--- src/design/ccvw_calendar_clock_map.vh ---
`ifndef CCVW_CALENDAR_CLOCK_MAP_VH
`define CCVW_CALENDAR_CLOCK_MAP_VH

// register byte addresses on the control bus
`define CCVW_ADDR_CFG      8'h00
`define CCVW_ADDR_TIME     8'h04
`define CCVW_ADDR_ALARM    8'h08
`define CCVW_ADDR_ALCFG    8'h0c
`define CCVW_ADDR_KEY      8'h10
`define CCVW_ADDR_PINSEL   8'h14

// config_trim_register and alarm_config_register fields
`define CCVW_CFG_EN        15
`define CCVW_CFG_UNLOCK    13
`define CCVW_CFG_OE        10
`define CCVW_PTR_HI        9
`define CCVW_PTR_LO        8
`define CCVW_BYTE_HI       15:8
`define CCVW_BYTE_LO       7:0
`define CCVW_ALCFG_TOP     15:10

// window pointer codes
`define CCVW_PTR_MINUTES_SECONDS_PAIR    2'b00
`define CCVW_PTR_WDHR      2'b01
`define CCVW_PTR_MONDAY    2'b10
`define CCVW_PTR_YEAR      2'b11

// unlock key sequence and its window
`define CCVW_KEY_FIRST     8'h55
`define CCVW_KEY_SECOND    8'haa
`define CCVW_CLK_NS        20
`define CCVW_UNLOCK_WIN_NS 160
`define CCVW_UNLOCK_CYC    ((`CCVW_UNLOCK_WIN_NS) / (`CCVW_CLK_NS))

// oscillator timebase, 32768 ticks per second
`define CCVW_SEC_END       18'd32767
`define CCVW_HALF_START    18'd16384
`define CCVW_RIPPLE_TICKS  18'd32

// bus responses
`define CCVW_RESP_OK       2'b00
`define CCVW_RESP_SLVERR   2'b10

// calendar field limits and reset values (bcd)
`define CCVW_SEC_LAST      8'h59
`define CCVW_HR_LAST       8'h23
`define CCVW_WDAY_LAST     8'h06
`define CCVW_MON_LAST      8'h12
`define CCVW_YR_LAST       8'h99
`define CCVW_FIRST_ONE     8'h01
`define CCVW_ZERO          8'h00
`define CCVW_FEB           8'h02
`define CCVW_MASK_MINUTES_SECONDS_PAIR   8'h7f
`define CCVW_MASK_HR       8'h3f
`define CCVW_MASK_WDAY     8'h07
`define CCVW_MASK_MON      8'h1f

`endif

--- src/design/ccvw_calendar_clock.v ---
// Our own choices: the placing of the registers and the AXI4-Lite slave port.
`timescale 1ns/1ps
`include "ccvw_calendar_clock_map.vh"

module ccvw_calendar_clock (
  // clock and resets
  input  wire        ref_clk,
  input  wire        rst_n,
  input  wire        porRst_n,
  // axi4-lite write channels
  input  wire [7:0]  awaddr,
  input  wire        awvalid,
  output wire        awready,
  input  wire [31:0] wdata,
  input  wire [3:0]  wstrb,
  input  wire        wvalid,
  output wire        wready,
  output reg  [1:0]  bresp,
  output reg         bvalid,
  input  wire        bready,
  // axi4-lite read channels
  input  wire [7:0]  araddr,
  input  wire        arvalid,
  output wire        arready,
  output reg  [31:0] rdata,
  output reg  [1:0]  rresp,
  output reg         rvalid,
  input  wire        rready,
  // timebase and alarm source
  input  wire        xtalClk,
  input  wire        alarmPulse,
  // calendar output pin
  output reg         calPin,
  output reg         calPinOe
);

  // unlock window in bus clocks, cut on purpose to the counter width
  localparam integer UNLOCK_CYC_FULL = `CCVW_UNLOCK_CYC;
  localparam [7:0]   UNLOCK_CYC      = UNLOCK_CYC_FULL[7:0];

  // write channel holding state
  reg        awHeld;
  reg [7:0]  awAddrQ;
  reg        wHeld;
  reg [31:0] wDataQ;
  reg [3:0]  wStrbQ;
  // config_trim_register fields
  reg        calendarEnable;
  reg        valueWriteUnlock;
  reg        pinOutputEnable;
  reg [1:0]  valuePtr;
  reg [7:0]  driftTrim;
  // alarm_config_register fields and alarm values
  reg [5:0]  alarmCfgTop;
  reg [1:0]  alarmPtr;
  reg [7:0]  alarmRepeat;
  reg [7:0]  alarmMin;
  reg [7:0]  alarmSec;
  reg [7:0]  alarmWday;
  reg [7:0]  alarmHr;
  reg [7:0]  alarmMon;
  reg [7:0]  alarmDay;
  reg        secondsClockSel;
  // unlock key tracking
  reg        keyStage;
  reg [7:0]  armCnt;
  // timebase and calendar
  reg        oscPrev;
  reg [17:0] preCnt;
  reg [7:0]  sec;
  reg [7:0]  min;
  reg [7:0]  hr;
  reg [7:0]  wday;
  reg [7:0]  day;
  reg [7:0]  mon;
  reg [7:0]  yr;
  reg [31:0] rdMux;

  // bcd increment of a two-digit value
  function [7:0] bcdInc;
    input [7:0] v;
    begin
      if (v[3:0] == 4'h9) begin
        bcdInc = {v[7:4] + 4'h1, 4'h0};
      end else begin
        bcdInc = {v[7:4], v[3:0] + 4'h1};
      end
    end
  endfunction

  // last day of month in bcd; year 00 counts as leap, right for 2000-2099
  function [7:0] lastDay;
    input [7:0] m;
    input [7:0] y;
    reg         leap;
    begin
      leap = y[4] ? (y[3:0] == 4'h2 || y[3:0] == 4'h6)
                  : (y[3:0] == 4'h0 || y[3:0] == 4'h4 || y[3:0] == 4'h8);
      if (m == `CCVW_FEB) begin
        lastDay = leap ? 8'h29 : 8'h28;
      end else if (m == 8'h04 || m == 8'h06 || m == 8'h09 || m == 8'h11) begin
        lastDay = 8'h30;
      end else begin
        lastDay = 8'h31;
      end
    end
  endfunction

  // pointer step-down by up to two accesses, saturating at 00
  function [1:0] ptrDec;
    input [1:0] p;
    input [1:0] n;
    begin
      ptrDec = (p > n) ? (p - n) : `CCVW_PTR_MINUTES_SECONDS_PAIR;
    end
  endfunction

  // address hits a mapped register
  function isMapped;
    input [7:0] a;
    begin
      isMapped = (a == `CCVW_ADDR_CFG) || (a == `CCVW_ADDR_TIME) ||
                 (a == `CCVW_ADDR_ALARM) || (a == `CCVW_ADDR_ALCFG) ||
                 (a == `CCVW_ADDR_KEY) || (a == `CCVW_ADDR_PINSEL);
    end
  endfunction

  // bus handshakes; one write and one read in flight at most
  assign awready = !awHeld && !bvalid;
  assign wready  = !wHeld && !bvalid;
  assign arready = !rvalid;

  wire wrDo = awHeld && wHeld && !bvalid;
  wire rdDo = arvalid && arready;

  wire wrCfg   = wrDo && (awAddrQ == `CCVW_ADDR_CFG);
  wire wrTime  = wrDo && (awAddrQ == `CCVW_ADDR_TIME);
  wire wrAlarm = wrDo && (awAddrQ == `CCVW_ADDR_ALARM);
  wire wrAlcfg = wrDo && (awAddrQ == `CCVW_ADDR_ALCFG);
  wire wrKey   = wrDo && (awAddrQ == `CCVW_ADDR_KEY) && wStrbQ[0];
  wire wrPin   = wrDo && (awAddrQ == `CCVW_ADDR_PINSEL) && wStrbQ[0];
  wire rdTime  = rdDo && (araddr == `CCVW_ADDR_TIME);
  wire rdAlarm = rdDo && (araddr == `CCVW_ADDR_ALARM);

  // locked time writes are dropped whole, pointer included
  wire tWrHi = wrTime && wStrbQ[1] && valueWriteUnlock;
  wire tWrLo = wrTime && wStrbQ[0] && valueWriteUnlock;
  wire aWrHi = wrAlarm && wStrbQ[1];
  wire aWrLo = wrAlarm && wStrbQ[0];

  // timebase: trim applies to the first second of each minute
  wire        oscTick    = xtalClk && !oscPrev;
  wire [17:0] trimPulses = {{8{driftTrim[7]}}, driftTrim, 2'b00};
  wire [17:0] secTarget  = (sec == `CCVW_ZERO) ? (`CCVW_SEC_END - trimPulses)
                                               : `CCVW_SEC_END;
  wire        secEnd     = calendarEnable && oscTick && (preCnt >= secTarget);
  wire        halfSecond = (preCnt >= `CCVW_HALF_START);
  wire        ripple     = calendarEnable &&
                           ((preCnt + `CCVW_RIPPLE_TICKS) >= secTarget);

  // carry conditions of the calendar cascade
  wire secLast = (sec == `CCVW_SEC_LAST);
  wire minLast = (min == `CCVW_SEC_LAST);
  wire hrLast  = (hr == `CCVW_HR_LAST);
  wire dayLast = (day == lastDay(mon, yr));
  wire monLast = (mon == `CCVW_MON_LAST);

  // axi write channels: address and data taken in either order
  always @(posedge ref_clk or negedge rst_n) begin
    if (!rst_n) begin
      awHeld  <= 1'b0;
      awAddrQ <= 8'h00;
      wHeld   <= 1'b0;
      wDataQ  <= 32'h00000000;
      wStrbQ  <= 4'h0;
      bvalid  <= 1'b0;
      bresp   <= `CCVW_RESP_OK;
    end else begin
      if (awvalid && awready) begin
        awHeld  <= 1'b1;
        awAddrQ <= awaddr;
      end
      if (wvalid && wready) begin
        wHeld  <= 1'b1;
        wDataQ <= wdata;
        wStrbQ <= wstrb;
      end
      if (wrDo) begin
        awHeld <= 1'b0;
        wHeld  <= 1'b0;
        bvalid <= 1'b1;
        bresp  <= isMapped(awAddrQ) ? `CCVW_RESP_OK : `CCVW_RESP_SLVERR;
      end else if (bvalid && bready) begin
        bvalid <= 1'b0;
      end
    end
  end

  // read data mux, sampled at the address handshake
  always @* begin
    rdMux = 32'h00000000;
    if (araddr == `CCVW_ADDR_CFG) begin
      rdMux[15:0] = {calendarEnable, 1'b0, valueWriteUnlock, ripple, halfSecond,
                     pinOutputEnable, valuePtr, driftTrim};
    end else if (araddr == `CCVW_ADDR_TIME) begin
      case (valuePtr)
        `CCVW_PTR_MINUTES_SECONDS_PAIR: rdMux[15:0] = {min, sec};
        `CCVW_PTR_WDHR:   rdMux[15:0] = {wday, hr};
        `CCVW_PTR_MONDAY: rdMux[15:0] = {mon, day};
        default:          rdMux[15:0] = {`CCVW_ZERO, yr};
      endcase
    end else if (araddr == `CCVW_ADDR_ALARM) begin
      case (alarmPtr)
        `CCVW_PTR_MINUTES_SECONDS_PAIR: rdMux[15:0] = {alarmMin, alarmSec};
        `CCVW_PTR_WDHR:   rdMux[15:0] = {alarmWday, alarmHr};
        `CCVW_PTR_MONDAY: rdMux[15:0] = {alarmMon, alarmDay};
        default:          rdMux[15:0] = 16'h0000;
      endcase
    end else if (araddr == `CCVW_ADDR_ALCFG) begin
      rdMux[15:0] = {alarmCfgTop, alarmPtr, alarmRepeat};
    end else if (araddr == `CCVW_ADDR_PINSEL) begin
      rdMux[0] = secondsClockSel;
    end
  end

  // axi read channel; data latched before the pointer steps down
  always @(posedge ref_clk or negedge rst_n) begin
    if (!rst_n) begin
      rvalid <= 1'b0;
      rdata  <= 32'h00000000;
      rresp  <= `CCVW_RESP_OK;
    end else if (rdDo) begin
      rvalid <= 1'b1;
      rdata  <= rdMux;
      rresp  <= isMapped(araddr) ? `CCVW_RESP_OK : `CCVW_RESP_SLVERR;
    end else if (rvalid && rready) begin
      rvalid <= 1'b0;
    end
  end

  // unlock key: 55h then aah opens a short window for the unlock bit
  always @(posedge ref_clk or negedge rst_n) begin
    if (!rst_n) begin
      keyStage <= 1'b0;
      armCnt   <= 8'h00;
    end else if (wrKey) begin
      if (wDataQ[`CCVW_BYTE_LO] == `CCVW_KEY_FIRST) begin
        keyStage <= 1'b1;
        armCnt   <= 8'h00;
      end else if (keyStage && wDataQ[`CCVW_BYTE_LO] == `CCVW_KEY_SECOND) begin
        keyStage <= 1'b0;
        armCnt   <= UNLOCK_CYC;
      end else begin
        keyStage <= 1'b0;
        armCnt   <= 8'h00;
      end
    end else if (armCnt != 8'h00) begin
      armCnt <= armCnt - 8'h01;
    end
  end

  // config_trim_register survives every reset but power-on
  always @(posedge ref_clk or negedge porRst_n) begin
    if (!porRst_n) begin
      calendarEnable   <= 1'b0;
      valueWriteUnlock <= 1'b0;
      pinOutputEnable  <= 1'b0;
      valuePtr         <= `CCVW_PTR_MINUTES_SECONDS_PAIR;
      driftTrim        <= 8'h00;
    end else begin
      if (wrCfg && wStrbQ[1]) begin
        if (valueWriteUnlock) begin
          calendarEnable <= wDataQ[`CCVW_CFG_EN];
        end
        // clearing always works; setting only inside the key window
        valueWriteUnlock <= wDataQ[`CCVW_CFG_UNLOCK] &&
                            (valueWriteUnlock || armCnt != 8'h00);
        pinOutputEnable  <= wDataQ[`CCVW_CFG_OE];
        valuePtr         <= wDataQ[`CCVW_PTR_HI:`CCVW_PTR_LO];
      end else begin
        valuePtr <= ptrDec(valuePtr, {1'b0, tWrHi} + {1'b0, rdTime});
      end
      if (wrCfg && wStrbQ[0]) begin
        driftTrim <= wDataQ[`CCVW_BYTE_LO];
      end
    end
  end

  // alarm config, alarm window and pin select
  always @(posedge ref_clk or negedge rst_n) begin
    if (!rst_n) begin
      alarmCfgTop     <= 6'h00;
      alarmPtr        <= `CCVW_PTR_MINUTES_SECONDS_PAIR;
      alarmRepeat     <= 8'h00;
      alarmMin        <= 8'h00;
      alarmSec        <= 8'h00;
      alarmWday       <= 8'h00;
      alarmHr         <= 8'h00;
      alarmMon        <= 8'h00;
      alarmDay        <= 8'h00;
      secondsClockSel <= 1'b0;
    end else begin
      if (wrAlcfg && wStrbQ[1]) begin
        alarmCfgTop <= wDataQ[`CCVW_ALCFG_TOP];
        alarmPtr    <= wDataQ[`CCVW_PTR_HI:`CCVW_PTR_LO];
      end else begin
        alarmPtr <= ptrDec(alarmPtr, {1'b0, aWrHi} + {1'b0, rdAlarm});
      end
      if (wrAlcfg && wStrbQ[0]) begin
        alarmRepeat <= wDataQ[`CCVW_BYTE_LO];
      end
      if (aWrHi) begin
        case (alarmPtr)
          `CCVW_PTR_MINUTES_SECONDS_PAIR: alarmMin  <= wDataQ[`CCVW_BYTE_HI] & `CCVW_MASK_MINUTES_SECONDS_PAIR;
          `CCVW_PTR_WDHR:   alarmWday <= wDataQ[`CCVW_BYTE_HI] & `CCVW_MASK_WDAY;
          `CCVW_PTR_MONDAY: alarmMon  <= wDataQ[`CCVW_BYTE_HI] & `CCVW_MASK_MON;
          default:          alarmMin  <= alarmMin;
        endcase
      end
      if (aWrLo) begin
        case (alarmPtr)
          `CCVW_PTR_MINUTES_SECONDS_PAIR: alarmSec <= wDataQ[`CCVW_BYTE_LO] & `CCVW_MASK_MINUTES_SECONDS_PAIR;
          `CCVW_PTR_WDHR:   alarmHr  <= wDataQ[`CCVW_BYTE_LO] & `CCVW_MASK_HR;
          `CCVW_PTR_MONDAY: alarmDay <= wDataQ[`CCVW_BYTE_LO] & `CCVW_MASK_HR;
          default:          alarmSec <= alarmSec;
        endcase
      end
      if (wrPin) begin
        secondsClockSel <= wDataQ[0];
      end
    end
  end

  // prescaler; a write to the seconds byte restarts the second
  always @(posedge ref_clk or negedge rst_n) begin
    if (!rst_n) begin
      oscPrev <= 1'b0;
      preCnt  <= 18'd0;
    end else begin
      oscPrev <= xtalClk;
      if (tWrLo && valuePtr == `CCVW_PTR_MINUTES_SECONDS_PAIR) begin
        preCnt <= 18'd0;
      end else if (secEnd) begin
        preCnt <= 18'd0;
      end else if (calendarEnable && oscTick) begin
        preCnt <= preCnt + 18'd1;
      end
    end
  end

  // calendar fields; a software write in the same cycle beats the tick
  always @(posedge ref_clk or negedge rst_n) begin
    if (!rst_n) begin
      sec  <= `CCVW_ZERO;
      min  <= `CCVW_ZERO;
      hr   <= `CCVW_ZERO;
      wday <= `CCVW_ZERO;
      day  <= `CCVW_FIRST_ONE;
      mon  <= `CCVW_FIRST_ONE;
      yr   <= `CCVW_ZERO;
    end else if (tWrHi || tWrLo) begin
      case (valuePtr)
        `CCVW_PTR_MINUTES_SECONDS_PAIR: begin
          if (tWrHi) min <= wDataQ[`CCVW_BYTE_HI] & `CCVW_MASK_MINUTES_SECONDS_PAIR;
          if (tWrLo) sec <= wDataQ[`CCVW_BYTE_LO] & `CCVW_MASK_MINUTES_SECONDS_PAIR;
        end
        `CCVW_PTR_WDHR: begin
          if (tWrHi) wday <= wDataQ[`CCVW_BYTE_HI] & `CCVW_MASK_WDAY;
          if (tWrLo) hr   <= wDataQ[`CCVW_BYTE_LO] & `CCVW_MASK_HR;
        end
        `CCVW_PTR_MONDAY: begin
          if (tWrHi) mon <= wDataQ[`CCVW_BYTE_HI] & `CCVW_MASK_MON;
          if (tWrLo) day <= wDataQ[`CCVW_BYTE_LO] & `CCVW_MASK_HR;
        end
        default: begin
          if (tWrLo) yr <= wDataQ[`CCVW_BYTE_LO];
        end
      endcase
    end else if (secEnd) begin
      sec <= secLast ? `CCVW_ZERO : bcdInc(sec);
      if (secLast) begin
        min <= minLast ? `CCVW_ZERO : bcdInc(min);
        if (minLast) begin
          hr <= hrLast ? `CCVW_ZERO : bcdInc(hr);
          if (hrLast) begin
            wday <= (wday == `CCVW_WDAY_LAST) ? `CCVW_ZERO : bcdInc(wday);
            day  <= dayLast ? `CCVW_FIRST_ONE : bcdInc(day);
            if (dayLast) begin
              mon <= monLast ? `CCVW_FIRST_ONE : bcdInc(mon);
              if (monLast) begin
                yr <= (yr == `CCVW_YR_LAST) ? `CCVW_ZERO : bcdInc(yr);
              end
            end
          end
        end
      end
    end
  end

  // pin output; seconds clock is high in the first half of each second
  always @(posedge ref_clk or negedge rst_n) begin
    if (!rst_n) begin
      calPin   <= 1'b0;
      calPinOe <= 1'b0;
    end else begin
      calPin   <= pinOutputEnable &&
                  (secondsClockSel ? !halfSecond : alarmPulse);
      calPinOe <= pinOutputEnable;
    end
  end

endmodule

--- config.mk ---
export PLATFORM = sky130hd
export DESIGN_NAME = ccvw_calendar_clock
export DESIGN_NICKNAME = d
export VERILOG_FILES = /design/src/design/ccvw_calendar_clock.v
export VERILOG_INCLUDE_DIRS = /design/src /design/src/design
export SDC_FILE = /design/constraint.sdc
export NUM_CORES = 1
export LEC_CHECK = 0
export BUFFER_PORTS_ARGS = -buffer_cell sky130_fd_sc_hd__buf_2
export CAP_MARGIN = 15
export CELL_PAD_IN_SITES_DETAIL_PLACEMENT = 1
export CELL_PAD_IN_SITES_GLOBAL_PLACEMENT = 1
export CORE_MARGIN = 5
export CORE_UTILIZATION = 25
export CTS_CLUSTER_SIZE = 40
export DETAILED_ROUTE_END_ITERATION = 8
export PLACE_DENSITY_LB_ADDON = 0.08
export SLEW_MARGIN = 15
export SYNTH_ARGS = -nofsm -noshare
export SYNTH_HDL_FRONTEND = slang
export SYNTH_SLANG_ARGS = --single-unit
--- constraint.sdc ---
create_clock -name ref_clk -period 5.3 [get_ports ref_clk]
set_input_delay 0 -clock ref_clk [delete_from_list [all_inputs] [get_ports ref_clk]]
set_output_delay 0 -clock ref_clk [all_outputs]
set_load 0.05 [all_outputs]
-- Yosys cells after proc, flatten, opt, wreduce, memory -nomap -nowiden
Cells that the tools add are included.
Widths: inputs -> output; s select.
- mux-type cells: 95
- $add $sub $neg: 22
- equality and inequality tests: 45
- magnitude comparators: 5
- reduce and logical (&&, ||, !) cells: 109
- operator list (operator ; count):
    $mux 8 ; 62
    $mux 18 ; 4
    $add 4x1->4 const B ; 14
    $eq 8x5->1 const B ; 6
    $mux 16 ; 3
    $pmux 16 s3 ; 1
    $pmux 15 s3 ; 1
    $eq 8x3->1 const B ; 5
    $eq 8x4->1 const B ; 5
    $logic_and 1x1->1 ; 37
    $ge 18x18->1 ; 2
    $eq 4x4->1 const B ; 8
    $eq 8x7->1 const B ; 3
    $logic_not 8->1 ; 3
    $reduce_bool 3->1 ; 8
    $reduce_bool 2->1 ; 11
    $reduce_and 7->1 ; 3
    $add 18x1->18 const B ; 1
    $add 18x6->18 const B ; 1
    $ge 18x15->1 const B ; 1
    $logic_or 1x1->1 ; 18
    $reduce_and 6->1 ; 3
    $sub 16x10->17 const A ; 1
    $eq 8x8->1 const B ; 2
    28 further kinds ; 73
- flip-flop bits (word level): 200
- bits of input ports: 62
- output and inout port bits: 43
- word-level logic and storage cells: 321

-- Longest topological paths before layout
- depth in word-level cells: 13
- gate-level depth with buffers: 15
- mapped depth without buffers: 13

-- Worst setup path before layout
No wires, ideal clock.
- kind: register -> register
- from: register sec[3]
- to: register preCnt[12]
- data arrival time: 3.088 ns
- data required time: 5.190 ns
- period minus slack after synthesis: 3.198 ns
- buffers on the path: 2
- library setup time: 0.110 ns
- cell stages (with the launch flop): 13
- path slack: 2.102 ns
- cells stage by stage: dfrtp_1 -> nor4_4 -> and3_1 -> and2_1 -> ha_1 -> a211oi_1 -> nor2_1 -> o31ai_1 -> a21oi_1 -> or4_1 -> buf_4 -> buf_2 -> o41ai_1
- longest elaborated chain between the ends: 6
- elaborated cells between the ends (all ways): 7
- classes of those cells: 1 x order compare; 3 x mux; 3 x reduce/logical
- ends and longest elaborated chain (what ; line ; RTL):
    start: declaration ; ccvw_calendar_clock.v:70 ; reg [7:0] sec;
    start signal: assignment ; ccvw_calendar_clock.v:354 ; sec <= `CCVW_ZERO;
    start signal: assignment ; ccvw_calendar_clock.v:365 ; if (tWrLo) sec <= wDataQ[`CCVW_BYTE_LO] & `CCVW_MASK_MINUTES_SECONDS_PAIR;
    start signal: assignment ; ccvw_calendar_clock.v:380 ; sec <= secLast ? `CCVW_ZERO : bcdInc(sec);
    $logic_not 8->1 (no line) * ; - ;
    $mux 18 (no line) * ; - ;
    $ge 18x18->1 * ; ccvw_calendar_clock.v:156 ; wire secEnd = calendarEnable && oscTick && (preCnt >= secTarget);
    $logic_and 1x1->1 * ; ccvw_calendar_clock.v:156 ;
    $mux 18 ; ccvw_calendar_clock.v:343 ; end else if (secEnd) begin
    $mux 18 ; ccvw_calendar_clock.v:341 ; if (tWrLo && valuePtr == `CCVW_PTR_MINUTES_SECONDS_PAIR) begin
    end signal: assignment ; ccvw_calendar_clock.v:346 ; preCnt <= preCnt + 18'd1;
    end: declaration ; ccvw_calendar_clock.v:69 ; reg [17:0] preCnt;
Every way passes the cells marked *; elsewhere a longest branch is shown, timed or not.
A chain may end at the register's enable or synchronous reset.

-- Worst setup path after layout
- from: register sec[3]
- to: register preCnt[13]
Same word-level chain as after synthesis.

==> metrics.txt <==
Seq cells post-synth 198; via count 9439; Area growth syn-to-layout 16.2%; Final Critical Period 4030 ps; # H-tree levels 4; num rows 79; Post-CTS Setup Bufs 0; DRT antenna net count 0; CP Launch Type flip-flop; arrival time at the worst endpoint 4430 ps; CTS buffer count 17; post-synth cell types 84; Slew @ Worst Pin 950 ps; RSZ-0062 raised after global routing false; global route total overflow 0; die area 51800 sq um; critical path type reg2reg; Worst VDD drop 0.208 mV; Achievable Freq 0.248 GHz; final wirelength 40700 um; share of layout cells above drive strength 1 19.9%; initial drt markers 447; HP Class in2async; Root Driver clkbuf_16; Critical Path RT 5710 ps; Synthesis Warnings 0; Seq/Total Area, Yosys 41.9%; endpoint class of the critical path flip-flop; clock latency on the worst-skew pair 500 ps; vias in the first global route 9930; Core Area 46700 sq um; worst r2r dst preCnt[13]$_DFFE_PN0P_; Mapped Cells 1200; CTS Sinks 198; run status complete, no violations; Async S/R FF share, synth 100%; hpwl dp 29500 um; Hold Fails Final Rpt 0; max-slew violation count 0; Post-Route Setup TNS 0 ps; DRC viols 0; Leakage 0.00612 uW; # IOs 105; largest net degree at the start of global routing 95; maxcap violations 0; Cell Pwr Density 329 nW/um^2; Final setup viols 0; Avg Inst Size Synth 9.86 sq um; number of synthesized flops with an enable pin 0; initial antenna violation count 1; die extent in x 227 um; Top FF cell, synth dfrtp_1; crit share post-route 76.0%; starting density of the core 25.3%; critical-path maximum fanout 24; 1st-pass router iterations 4; synthesized area 11800 sq um; die height 227 um; CTS max path bufs 2; Final GP Congestion 0.775; CTS tree done; first-pass GRT wire length 63000 um; clk_skew 19.2 ps; Via density 4.97; r2r setup slk 1270 ps; nets@finish 1389; Final Core Density 29.5%; Clk pin slew, worst setup/hold paths 80 ps; Max-Slew Margin vs Limit 36.6%; worst flop-to-flop path startpoint sec[3]$_DFFE_PN0P_; antenna cells 0; GRT Overall Usage 16.1%; WL/cell 21.4 um; I/O Buffers 68; Worst Reg-to-Reg Cells 12
-- cell usage in the layout (no fill, tap or decap), drive strengths merged, types with 18 or more instances in the layout --
cell           n
nand3         34
and2          19
nor2          73
o21ai        138
clkbuf        19
mux2i         27
nand2         96
inv           59
mux2          92
dfrtp        196
dlygate4sd3   37
ha            47
buf           86
nor3          24
conb          18
a21oi         61
-- logic make-up after synthesis --
group           after synthesis  share of synthesized area [%]
xor+xnor                     12                          0.889
other cells                   1                         0.0317
compound gates              305                           15.9
simple gates                365                           16.7
fa+ha+maj                    49                           5.31
flops                       198                           41.9
mux                         135                           14.1
buf+inv                     135                           5.14
-- power by group --
group          total [uW]  switching [uW]  internal (uW)
Combinational         934             542            392
Clock                1470             704            769
Sequential           2110             410           1700
Total                4520            1660           2860
-- Yosys cell counts (6+ instances only) --
| library cell | count | area [sq um] |
|---|---|---|
| dfrtp_1 | 196 | 4900 |
| a21o_1 | 8 | 60.1 |
| nor2_1 | 73 | 274 |
| a211oi_1 | 9 | 67.6 |
| xnor2_1 | 9 | 78.8 |
| o31ai_1 | 15 | 113 |
| and2_1 | 19 | 119 |
| o211ai_1 | 6 | 45.0 |
| and3_1 | 15 | 93.8 |
| buf_2 | 7 | 35.0 |
| ha_1 | 47 | 588 |
| buf_4 | 21 | 158 |
| nand2b_1 | 15 | 93.8 |
| mux4_2 | 16 | 360 |
| o21ai_0 | 127 | 636 |
| o21ai_1 | 11 | 55.1 |
| mux2i_1 | 27 | 270 |
| buf_1 | 7 | 26.3 |
| or3_1 | 8 | 50.1 |
| a21oi_1 | 59 | 295 |
| nand4_1 | 11 | 68.8 |
| nor4_1 | 6 | 37.5 |
| nand2_1 | 94 | 353 |
| mux2_2 | 89 | 1000 |
| nand3_1 | 34 | 170 |
| nor3_1 | 20 | 100 |
| a22o_1 | 11 | 96.3 |
| clkbuf_1 | 45 | 169 |
| a31oi_1 | 11 | 68.8 |
| nor3b_1 | 11 | 82.6 |
| nor2b_1 | 14 | 87.6 |
| inv_1 | 52 | 195 |
-- state kept, by name, summed over array words and instances, names as in the netlist, 6 cells and up --
name / flops
yr: 8
awAddrQ: 8
alarmDay: 6
driftTrim: 8
sec: 8
armCnt: 8
wday: 8
wDataQ: 16
alarmRepeat: 8
min: 8
alarmMin: 7
rdata: 16
hr: 8
alarmSec: 7
alarmHr: 6
day: 8
preCnt: 18
mon: 8
alarmCfgTop: 6
-- area by class of cell --
| type | instances | area [sq um] |
|---|---|---|
| sequential | 198 | 4960 |
| timing repair buffer | 124 | 862 |
| inverter | 53 | 199 |
| fill | 5307 | 32900 |
| clock buffer | 18 | 439 |
| clock inverter | 14 | 186 |
| multi-input combinational | 884 | 6340 |
| tap | 607 | 759 |
-- stage by stage --
stage / hold slack, ps / area (sq um) / worst slack (ps) / power (uW) / instances
after global routing: 174 / 13700 / 968 / 4750 / 1898
after CTS: 132 / 13700 / 1250 / 4600 / 1898
final: 107 / 13700 / 1270 / 4520 / 1898
after floorplan: -296 / 11900 / 2100 / 2610 / 1217
after global placement: -38.1 / 12700 / 1350 / 3060 / 1829
after detailed placement: -34.8 / 12700 / 1260 / 3070 / 1829
-- worst max path at each step --
stage	start	slack, ps	cells after the start	to
floorplan	sec[3]$_DFFE_PN0P_	2100	12	preCnt[12]$_DFFE_PN0P_
global placement	sec[3]$_DFFE_PN0P_	1350	11	min[4]$_DFFE_PN0P_
detailed placement	sec[3]$_DFFE_PN0P_	1260	12	preCnt[13]$_DFFE_PN0P_
global route	sec[3]$_DFFE_PN0P_	970	12	preCnt[11]$_DFFE_PN0P_
CTS	sec[3]$_DFFE_PN0P_	1250	12	preCnt[13]$_DFFE_PN0P_
finish	sec[3]$_DFFE_PN0P_	1270	12	preCnt[13]$_DFFE_PN0P_
-- timing repair --
| action | in CTS | in global routing |
|---|---|---|
| endpoints found under the hold margin | 138 | 0 |
| hold buffers | 37 | 0 |
| gates resized for setup | 0 | 0 |
-- worst max-delay path: stages, from the launching register on --
cell	delay (ps)
dfrtp_1	470
nor4_4	450
and3_1	310
and2_1	170
ha_1	220
a211oi_1	230
nor2_1	100
o31ai_1	420
a21oi_1	140
or4_1	660
buf_4	290
nand2b_1	250
o31ai_1	220
-- per-layer routing --
layer	global-route usage [%]	wire length, um	vias up	part of all wire, %
met5	0	0	-	0
met4	4.21	507	0	1.2
met3	2.62	953	22	2.3
met2	25.0	18400	98	45
met1	23.3	20900	4839	51
li1	-	-	4480	-
(Power assumes the default switching activity.)
